File: src/inc/acs_pkg.sv
// Constants and carrier types for the conversion sequencer
// What this block does
// Isolated pin: driver off, input, pullup off
// Isolated pin reads as zero
// Hardware trigger rising edge starts conversion
// Trigger edge ignored while converting
// Continuous hardware mode: only first edge counts
// Resolution selects 10-bit or 8-bit
// Software mode: control-one write starts conversion
// Continuous mode restarts after each transfer
// Completion writes result, sets flag, interrupts
// High read, low unread: block transfer; the code blocks this way in 10-bit mode only, never in 8-bit mode
// Blocked transfer restarts, except failed single compare
// Software avoids result reads mid-conversion
// Control-one write aborts, restarts unless disabled
// Control-two, configuration and compare-value writes abort conversion
// Reset or stop without async clock aborts
// Abort keeps last result; reset clears it
// Idle until start; async clock enabled then
// Short sample: 20/23 clocks plus 5 bus
// Long sample: 40/43 clocks plus 5 bus
// Async clock adds 5 us startup
// Compare: greater-equal or less by subtraction
// Successful compare stores the difference
// Failed compare: no flag, no update
// Wait mode: conversions continue, interrupt wakes
// Bus, half bus, async clocks usable in wait
// Disabled by reset or channel all ones
// 10-bit spans both bytes; 8-bit low only
// Trigger input synchronised before edge detect
// Sample phase, approximation phase, then transfer
package acs_pkg;
    // Register word offsets (byte addresses)
    localparam logic [4:0] ACS_OFF_SC1 = 5'h00;
    localparam logic [4:0] ACS_OFF_SC2 = 5'h04;
    localparam logic [4:0] ACS_OFF_RH = 5'h08;
    localparam logic [4:0] ACS_OFF_RL = 5'h0c;
    localparam logic [4:0] ACS_OFF_CVH = 5'h10;
    localparam logic [4:0] ACS_OFF_CVL = 5'h14;
    localparam logic [4:0] ACS_OFF_CFG = 5'h18;
    localparam logic [4:0] ACS_OFF_PIN = 5'h1c;
    // Control one fields
    localparam int ACS_SC1_FLAG = 7;
    localparam int ACS_SC1_IEN = 6;
    localparam int ACS_SC1_CONT = 5;
    localparam logic [4:0] ACS_CH_OFF = 5'h1f;
    // Control two fields
    localparam int ACS_SC2_ACT = 7;
    localparam int ACS_SC2_TRG = 6;
    localparam int ACS_SC2_CFE = 5;
    localparam int ACS_SC2_CGT = 4;
    // Configuration fields
    localparam int ACS_CFG_LSMP = 4;
    localparam int ACS_CFG_MODE = 2;
    localparam logic [1:0] ACS_MODE_8 = 2'h0;
    localparam logic [1:0] ACS_MODE_10 = 2'h2;
    localparam logic [1:0] ACS_CLK_ASYNC = 2'h3;
    localparam logic [1:0] ACS_CLK_HALF = 2'h1;
    // Reset values
    localparam logic [7:0] ACS_RST_SC1 = 8'h1f;
    localparam logic [7:0] ACS_RST_BYTE = 8'h00;
    // Converter clock cycles per conversion; transfer extra counted in bus clocks
    localparam logic [5:0] ACS_SHORT_8 = 6'd20;
    localparam logic [5:0] ACS_SHORT_10 = 6'd23;
    localparam logic [5:0] ACS_LONG_8 = 6'd40;
    localparam logic [5:0] ACS_LONG_10 = 6'd43;
    localparam logic [5:0] ACS_SAMPLE_SHORT = 6'd3;
    localparam logic [5:0] ACS_SAMPLE_LONG = 6'd23;
    localparam logic [2:0] ACS_BUS_EXTRA = 3'd5;
    // Async clock startup time
    localparam int ACS_CLK_MHZ = 250;
    localparam int ACS_STARTUP_US = 5;
    localparam logic [10:0] ACS_STARTUP_CYC = 11'(ACS_STARTUP_US * ACS_CLK_MHZ);
    // Sequencer states
    typedef enum logic [2:0] {
        ACS_IDLE = 3'b000,
        ACS_START = 3'b001,
        ACS_SAMPLE = 3'b010,
        ACS_APPROX = 3'b011,
        ACS_XFER = 3'b100
    } acs_state_t;
    // Software visible registers
    typedef struct packed {
        logic [7:0] sc1;
        logic [7:0] sc2;
        logic [7:0] cfg;
        logic [7:0] cvh;
        logic [7:0] cvl;
        logic [7:0] rh;
        logic [7:0] rl;
        logic [23:0] pin;
    } acs_regs_t;
    // Complete state of the block
    typedef struct packed {
        acs_regs_t r;
        acs_state_t st;
        logic [10:0] cnt;
        logic [3:0] div;
        logic hi_read;
        logic first;
        logic trg_s1;
        logic trg_s2;
        logic trg_s3;
        logic ack;
        logic [31:0] dat;
    } acs_all_t;
endpackage

File: src/rtl/acs_seq.sv
// Conversion sequencer with Wishbone register slave
`timescale 1ns/1ps
module acs_seq
    import acs_pkg::*;
(
    // Clock, reset, enable
    input wire logic clk_i,
    input wire logic rst_i,
    input wire logic ce_i,
    // Wishbone slave
    input wire logic cyc_i,
    input wire logic stb_i,
    input wire logic we_i,
    input wire logic [4:0] adr_i,
    input wire logic [3:0] sel_i,
    input wire logic [31:0] dat_i,
    output logic [31:0] dat_o,
    output logic ack_o,
    // Analog side
    input wire logic hw_trigger_in_i,
    input wire logic [9:0] conv_data_i,
    input wire logic stop_i,
    output logic sample_o,
    output logic async_clk_en_o,
    output logic [4:0] channel_o,
    output logic irq_o,
    // Port pin gating
    input wire logic [23:0] port_in_i,
    output logic [23:0] port_rd_o,
    output logic [23:0] port_oe_allow_o,
    output logic [23:0] pullup_allow_o,
    output logic [23:0] ibuf_en_o
);
    acs_all_t q; // Registered state
    acs_all_t next_q; // Next state
    logic wr; // Accepted write strobe
    logic rd; // Accepted read strobe
    logic conv_tick; // Converter clock enable
    logic busy; // Conversion in progress
    logic trg_edge; // Synchronised rising trigger edge
    logic [10:0] diff; // Compare difference, carry in top bit
    logic cmp_ok; // Compare condition
    logic is10; // 10-bit resolution
    logic [5:0] total; // Total converter cycles
    logic [5:0] samp; // Sampling cycles
    logic [9:0] res; // Truncated result
    logic [9:0] cv; // Compare value
    logic done; // Completion sets the flag this cycle

    // Per-pin isolation controls
    genvar g;
    generate
        for (g = 0; g < 24; g++)
        begin : g_pin
            assign port_oe_allow_o[g] = ~q.r.pin[g];
            assign pullup_allow_o[g] = ~q.r.pin[g];
            assign ibuf_en_o[g] = ~q.r.pin[g];
            assign port_rd_o[g] = port_in_i[g] & ~q.r.pin[g];
        end
    endgenerate

    // Derived combinational terms
    always_comb
    begin
        is10 = (q.r.cfg[ACS_CFG_MODE +: 2] == ACS_MODE_10);
        res = is10 ? conv_data_i : {2'h0, conv_data_i[9:2]};
        cv = is10 ? {q.r.cvh[1:0], q.r.cvl} : {2'h0, q.r.cvl};
        diff = {1'b0, res} + {1'b0, ~cv} + 11'h001;
        cmp_ok = q.r.sc2[ACS_SC2_CGT] ? diff[10] : ~diff[10];
        if (q.r.cfg[ACS_CFG_LSMP])
        begin
            total = is10 ? ACS_LONG_10 : ACS_LONG_8;
            samp = ACS_SAMPLE_LONG;
        end
        else
        begin
            total = is10 ? ACS_SHORT_10 : ACS_SHORT_8;
            samp = ACS_SAMPLE_SHORT;
        end
        busy = (q.st != ACS_IDLE);
        trg_edge = q.trg_s2 & ~q.trg_s3;
        // Converter clock: bus, or bus halved, divided by the divide field
        // Halved clock doubles the count; divide-by-8 halved wraps to fifteen
        conv_tick = (q.div == (4'h1 << ({1'b0, q.r.cfg[6:5]} +
                     3'(q.r.cfg[1:0] == ACS_CLK_HALF))) - 4'h1);
        wr = cyc_i & stb_i & we_i & ~q.ack & sel_i[0];
        rd = cyc_i & stb_i & ~we_i & ~q.ack;
    end

    // Next state logic
    always_comb
    begin
        next_q = q;
        done = 1'b0;
        next_q.ack = cyc_i & stb_i & ~q.ack;
        next_q.trg_s1 = hw_trigger_in_i;
        next_q.trg_s2 = q.trg_s1;
        next_q.trg_s3 = q.trg_s2;
        next_q.div = conv_tick ? 4'h0 : q.div + 4'h1;
        // Sequencer
        case (q.st)
            ACS_IDLE:
            begin
                // Edges are only taken while idle
                if (q.r.sc2[ACS_SC2_TRG] && trg_edge && q.r.sc1[4:0] != ACS_CH_OFF)
                begin
                    next_q.st = ACS_START;
                    next_q.first = 1'b1;
                    next_q.cnt = 11'h0;
                end
            end
            ACS_START:
            begin
                // Async clock startup delay before first sample
                if (q.r.cfg[1:0] != ACS_CLK_ASYNC || q.cnt >= ACS_STARTUP_CYC)
                begin
                    next_q.st = ACS_SAMPLE;
                    next_q.cnt = 11'h0;
                end
                else
                begin
                    next_q.cnt = q.cnt + 11'h1;
                end
            end
            ACS_SAMPLE:
            begin
                if (conv_tick)
                begin
                    next_q.cnt = q.cnt + 11'h1;
                    if (q.cnt[5:0] == samp - 6'd1)
                    begin
                        next_q.st = ACS_APPROX;
                    end
                end
            end
            ACS_APPROX:
            begin
                if (conv_tick)
                begin
                    next_q.cnt = q.cnt + 11'h1;
                    if (q.cnt[5:0] == total - 6'd1)
                    begin
                        next_q.st = ACS_XFER;
                        next_q.cnt = 11'h0;
                    end
                end
            end
            ACS_XFER:
            begin
                next_q.cnt = q.cnt + 11'h1;
                if (q.cnt[2:0] == ACS_BUS_EXTRA - 3'd1)
                begin
                    next_q.cnt = 11'h0;
                    next_q.first = 1'b0;
                    if (q.r.sc2[ACS_SC2_CFE] && !cmp_ok)
                    begin
                        // Failed compare: nothing stored
                        next_q.st = (q.r.sc1[ACS_SC1_CONT] || (is10 && q.hi_read)) &&
                                    !(!q.r.sc1[ACS_SC1_CONT]) ? ACS_SAMPLE : ACS_IDLE;
                    end
                    else if (is10 && q.hi_read)
                    begin
                        next_q.st = ACS_SAMPLE;
                    end
                    else
                    begin
                        next_q.r.sc1[ACS_SC1_FLAG] = 1'b1;
                        done = 1'b1;
                        if (q.r.sc2[ACS_SC2_CFE])
                        begin
                            next_q.r.rh = is10 ? {6'h0, diff[9:8]} : ACS_RST_BYTE;
                            next_q.r.rl = diff[7:0];
                        end
                        else
                        begin
                            next_q.r.rh = is10 ? {6'h0, res[9:8]} : ACS_RST_BYTE;
                            next_q.r.rl = res[7:0];
                        end
                        next_q.st = q.r.sc1[ACS_SC1_CONT] ? ACS_SAMPLE : ACS_IDLE;
                    end
                end
            end
            default:
            begin
                next_q.st = ACS_IDLE;
            end
        endcase
        // Stop without the async clock aborts, result kept
        if (stop_i && q.r.cfg[1:0] != ACS_CLK_ASYNC)
        begin
            next_q.st = ACS_IDLE;
        end
        // Register reads: high-then-low tracking
        if (rd && adr_i == ACS_OFF_RH)
        begin
            next_q.hi_read = 1'b1;
        end
        if (rd && adr_i == ACS_OFF_RL)
        begin
            next_q.hi_read = 1'b0;
        end
        // Register writes
        if (wr)
        begin
            case (adr_i)
                ACS_OFF_SC1:
                begin
                    next_q.r.sc1[6:0] = dat_i[6:0];
                    next_q.r.sc1[ACS_SC1_FLAG] = 1'b0;
                    next_q.st = ACS_IDLE;
                    if (dat_i[4:0] != ACS_CH_OFF && !q.r.sc2[ACS_SC2_TRG])
                    begin
                        next_q.st = ACS_START;
                        next_q.first = 1'b1;
                        next_q.cnt = 11'h0;
                    end
                end
                ACS_OFF_SC2:
                begin
                    next_q.r.sc2 = {1'b0, dat_i[6:4], 4'h0};
                    next_q.st = ACS_IDLE;
                end
                ACS_OFF_CFG:
                begin
                    next_q.r.cfg = dat_i[7:0];
                    next_q.st = ACS_IDLE;
                end
                ACS_OFF_CVH:
                begin
                    next_q.r.cvh = {6'h0, dat_i[1:0]};
                    next_q.st = ACS_IDLE;
                end
                ACS_OFF_CVL:
                begin
                    next_q.r.cvl = dat_i[7:0];
                    next_q.st = ACS_IDLE;
                end
                ACS_OFF_PIN:
                begin
                    next_q.r.pin = dat_i[23:0];
                end
                default:
                begin
                    next_q.r = q.r;
                end
            endcase
        end
        // Reading the low result clears the flag; a completion in the same cycle wins
        if (rd && adr_i == ACS_OFF_RL && !done)
        begin
            next_q.r.sc1[ACS_SC1_FLAG] = 1'b0;
        end
        // Active flag mirrors the sequencer
        next_q.r.sc2[ACS_SC2_ACT] = (next_q.st != ACS_IDLE);
        // Read data
        case (adr_i)
            ACS_OFF_SC1: next_q.dat = {24'h0, q.r.sc1};
            ACS_OFF_SC2: next_q.dat = {24'h0, q.r.sc2};
            ACS_OFF_RH: next_q.dat = {24'h0, q.r.rh};
            ACS_OFF_RL: next_q.dat = {24'h0, q.r.rl};
            ACS_OFF_CVH: next_q.dat = {24'h0, q.r.cvh};
            ACS_OFF_CVL: next_q.dat = {24'h0, q.r.cvl};
            ACS_OFF_CFG: next_q.dat = {24'h0, q.r.cfg};
            ACS_OFF_PIN: next_q.dat = {8'h0, q.r.pin};
            default: next_q.dat = 32'h0;
        endcase
    end

    // State register; reset returns results to reset values
    always_ff @(posedge clk_i)
    begin
        if (rst_i)
        begin
            q <= '0;
            q.r.sc1 <= ACS_RST_SC1;
        end
        else if (ce_i)
        begin
            q <= next_q;
        end
    end

    // Outputs
    assign dat_o = q.dat;
    assign ack_o = q.ack;
    assign sample_o = (q.st == ACS_SAMPLE);
    assign async_clk_en_o = busy && (q.r.cfg[1:0] == ACS_CLK_ASYNC);
    assign channel_o = q.r.sc1[4:0];
    assign irq_o = q.r.sc1[ACS_SC1_FLAG] & q.r.sc1[ACS_SC1_IEN];
endmodule

File: config.mk
export PLATFORM = sky130hd
export DESIGN_NAME = acs_seq
export DESIGN_NICKNAME = d
export VERILOG_FILES = /design/src/inc/acs_pkg.sv /design/src/rtl/acs_seq.sv
export SDC_FILE = /design/constraint.sdc
export NUM_CORES = 1
export LEC_CHECK = 0
export ABC_AREA = 1
export BUFFER_PORTS_ARGS = -buffer_cell sky130_fd_sc_hd__buf_2
export CORE_MARGIN = 8
export CORE_UTILIZATION = 57
export DETAILED_ROUTE_END_ITERATION = 12
export GPL_TIMING_DRIVEN = 0
export PLACE_DENSITY_LB_ADDON = 0.25
export SYNTH_ARGS = -nofsm -noshare
export SYNTH_HDL_FRONTEND = slang
export SYNTH_SLANG_ARGS = --single-unit
File: constraint.sdc
create_clock -name clk_i -period 4.35 [get_ports clk_i]
set_input_delay 1.0875 -clock clk_i [delete_from_list [all_inputs] [get_ports clk_i]]
set_output_delay 1.0875 -clock clk_i [all_outputs]
set_load 0.01 [all_outputs]
==> impl_metrics.toml <==
[run_status]
status = "finished, final reports clean"

[cells_and_area]
multiInputGateArea_um2 = 3670
regArea_um2 = 2220
nFillCells = 1164
nets = 1452
layout-drive-gt1-share_pct = 25.8
final_cell_mix = "274 x nand2_1, 211 x buf_2, 145 x inv_1"
area_growth_pct = 21.4
diodes = 0
final_util_pct = 70.6
final_common_cell = "nand2_1"

[drt]
dr_wl_met3_um = 1670
drtIter0Drc = 801
drc = 0
viasPerCell = 5.35
drtAntennaViolNets = 0
met1_length_um = 9630
met2_length_um = 11800
drtPass1Iterations = 7
top_layer_used = "met4"
vias = 8168
wl_per_cell_um = 15.6
drt-total-wl_um = 23900

[global_routing]
grt_usage_pct = 28.2
grt_max_degree = 22
grt_pass1_vias = 7611
grt_pass1_wl_um = 37400
antenna_found_initial = 0
grt_overflow = 0

[clock_tree]
cts_tree = "done"
cts_max_level = 3
cts-buffers-inserted = 9
cts_resized = 0
cts_buffer_depth = 2
ctsHoldBuffers = 0
cts-root-buf = "clkbuf_16"
clk_pin_slew_worst_paths_ns = 0.08
clkLatencyLatePin_ns = 0.37
clock-sinks = 111
post_cts_buffers = 0

[synthesis]
synth_adder_area_share_pct = 3.20
synthCells = 1135
yosys_register_bits = 111
synth-compound-area-share_pct = 18.1
synth-simple-area-share_pct = 27.6
synth_xor_area_share_pct = 1.08
postSynthAreaPerCell_um2 = 6.41
ys_warn_count = 0
syn_area_um2 = 7270
ys_seq_area_share_pct = 30.5
synth_mux_area_share_pct = 0
synth_top_family_by_area = "simple AND/OR/NAND/NOR gates"
yosysUniqueCellTypes = 47

[timing]
rsz0062_at_grt = "no"
fmax_mhz = 288
drv_slew = 0
hold_slack_ns = 0.463
finalWorstSetupSlack_ns = 0.880
fin_setup_tns_ns = 0
finalSetupViolCount = 0
slew_headroom_pct = 53.4
tightest_slew_ns = 0.696
hold_viol_final = 0
fin_skew_ns = 0.0119
finalCritPeriodShare_pct = 79.8
layout_min_cycle_time_ns = 3.47

[worst_setup_path]
worst_ep_required_time_ns = 4.60
critPathCaptureType = "register"
path_common_cell = "nand2_1"
start_kind = "register"
crit_chain = "inv_1 > nand2_1 > clkbuf_1 > o21ai_0 > ha_1 > fa_1 > inv_1 > nand3_1 > nand3_1 > nand2_1 > nand3_1 > nand2_1 > nor2_1 > nand2_1 > nor3_1 > nor2_1"
critPathKind = "reg2reg"
worstPathMaxFanout = 10
rrSetupSlack_ns = 0.88
worst_ep_arrival_time_ns = 3.72
worst_path_max_delay_cell = "fa_1"
crit_path_max_incr_delay_ns = 0.41
cp_top_family = "simple AND/OR/NAND/NOR gates"
cp.buffers_inverters = 3

[placement]
place_congestion = 0.956
dp.final_hpwl_um = 18700
port_buffers = 198
post-place-ws_ns = 0.872

[floorplanning]
pin_count = 220
die_h_um = 129
initial_core_util_pct = 58.1
dieArea_um2 = 16600
row_count = 41
core_area_um2 = 12500
die_x_um = 129

[min_path]
holdCritPathClass = "reg2reg"

[pwr]
p_sw_uw = 638
p_leak_uw = 0.00419
power_frac_comb_pct = 14.0
p_per_area_nw_per_um2 = 255
power_frac_seq_pct = 46.4
peakVddDrop_v = 0.000237
clkPwrFrac_pct = 39.6
internal_power_uw = 1610
swShare_pct = 28.4

[flow_run]
drv_cap = 0
==> power groups by stage <==
stage	registers (uW)	clock network [uW]	logic, uW
3_5_place_dp	1070	0	308
3_3_place_gp	1070	0	304
4_1_cts	1040	891	311
5_1_grt	1050	939	349
6_report	1040	890	316
2_1_floorplan	1060	0	198
==> worst register-to-register path: cells and delay by family, from the launching register on <==
kind            cells  cell delay, ns
simple gates       10            1.50
buf+inv             3            0.60
compound gates      1            0.21
flops               1            0.36
fa+ha+maj           2            0.68
==> sequential cells by signal, summed over array words and instances, names as in the netlist <==
name	cells
dat_o	24
ack_o	1
channel_o	5
next_q	2
q	79
==> metrics by stage <==
step / total power [uW] / instance area (um^2) / cells
2_1_floorplan: 1260 / 7300 / 1142
3_3_place_gp: 1370 / 8510 / 1512
3_5_place_dp: 1380 / 8510 / 1512
4_1_cts: 2250 / 8830 / 1528
5_1_grt: 2330 / 8830 / 1528
6_report: 2250 / 8830 / 1528
==> logic make-up after synthesis <==
| logic type | Yosys count |
|---|---|
| and+or+nand+nor | 465 |
| buffers and inverters | 283 |
| AOI/OAI and AO/OA | 248 |
| DFF | 111 |
| adders and majority gates | 18 |
| xor gates and xnor gates | 9 |
| other | 1 |
==> cells in the mapped netlist (all sizes together) <==
cell,n,area [um^2]
dfxtp,111,2220
clkinv,2,7.51
a21o,2,15.0
nand3b,2,15.0
nor2,93,384
a31oi,4,25.0
nor3,11,86.3
buf,102,729
a211oi,1,7.51
xnor2,2,17.5
o21bai,1,7.51
o211ai,3,22.5
nand2,277,1050
nor4,2,12.5
nand4,16,100
a221oi,2,17.5
o41ai,1,8.76
nand3,61,343
o21ai,106,538
o22ai,7,43.8
or2,1,6.26
inv,156,586
a21oi,116,592
or3,1,6.26
and2,1,6.26
xor2,7,61.3
a21boi,1,7.51
fa,1,20.0
o2111ai,3,26.3
conb,1,3.75
o221ai,1,8.76
ha,17,213
clkbuf,23,87.6
==> final timing paths <==
| check | startpoint | to | cells after the start |
|---|---|---|---|
| setup / recovery | q[114] | q[89] | 16 |
| setup reg to reg | q[114] | q[89] | 16 |
| hold reg to reg | q[84] | q[84] | 2 |
| hold / removal | q[84] | q[84] | 2 |
==> per-layer routing <==
metal	vias up	global-route usage [%]
li1	3986	-
met1	3774	34.0
met2	351	48.5
met3	57	5.30
met4	0	11.5
met5	-	0
==> final cells by class <==
| type | count | area share [%] |
|---|---|---|
| flip-flops and latches | 111 | 25.2 |
| repair buffers | 198 | 11.2 |
| clock buffers | 9 | 2.55 |
| multi-input cells | 748 | 41.5 |
| well taps | 172 | 2.44 |
| plain buffers | 125 | 9.25 |
| inverters | 158 | 6.72 |
| clock inverters | 7 | 1.12 |
Power figures use the tool's default switching activity.
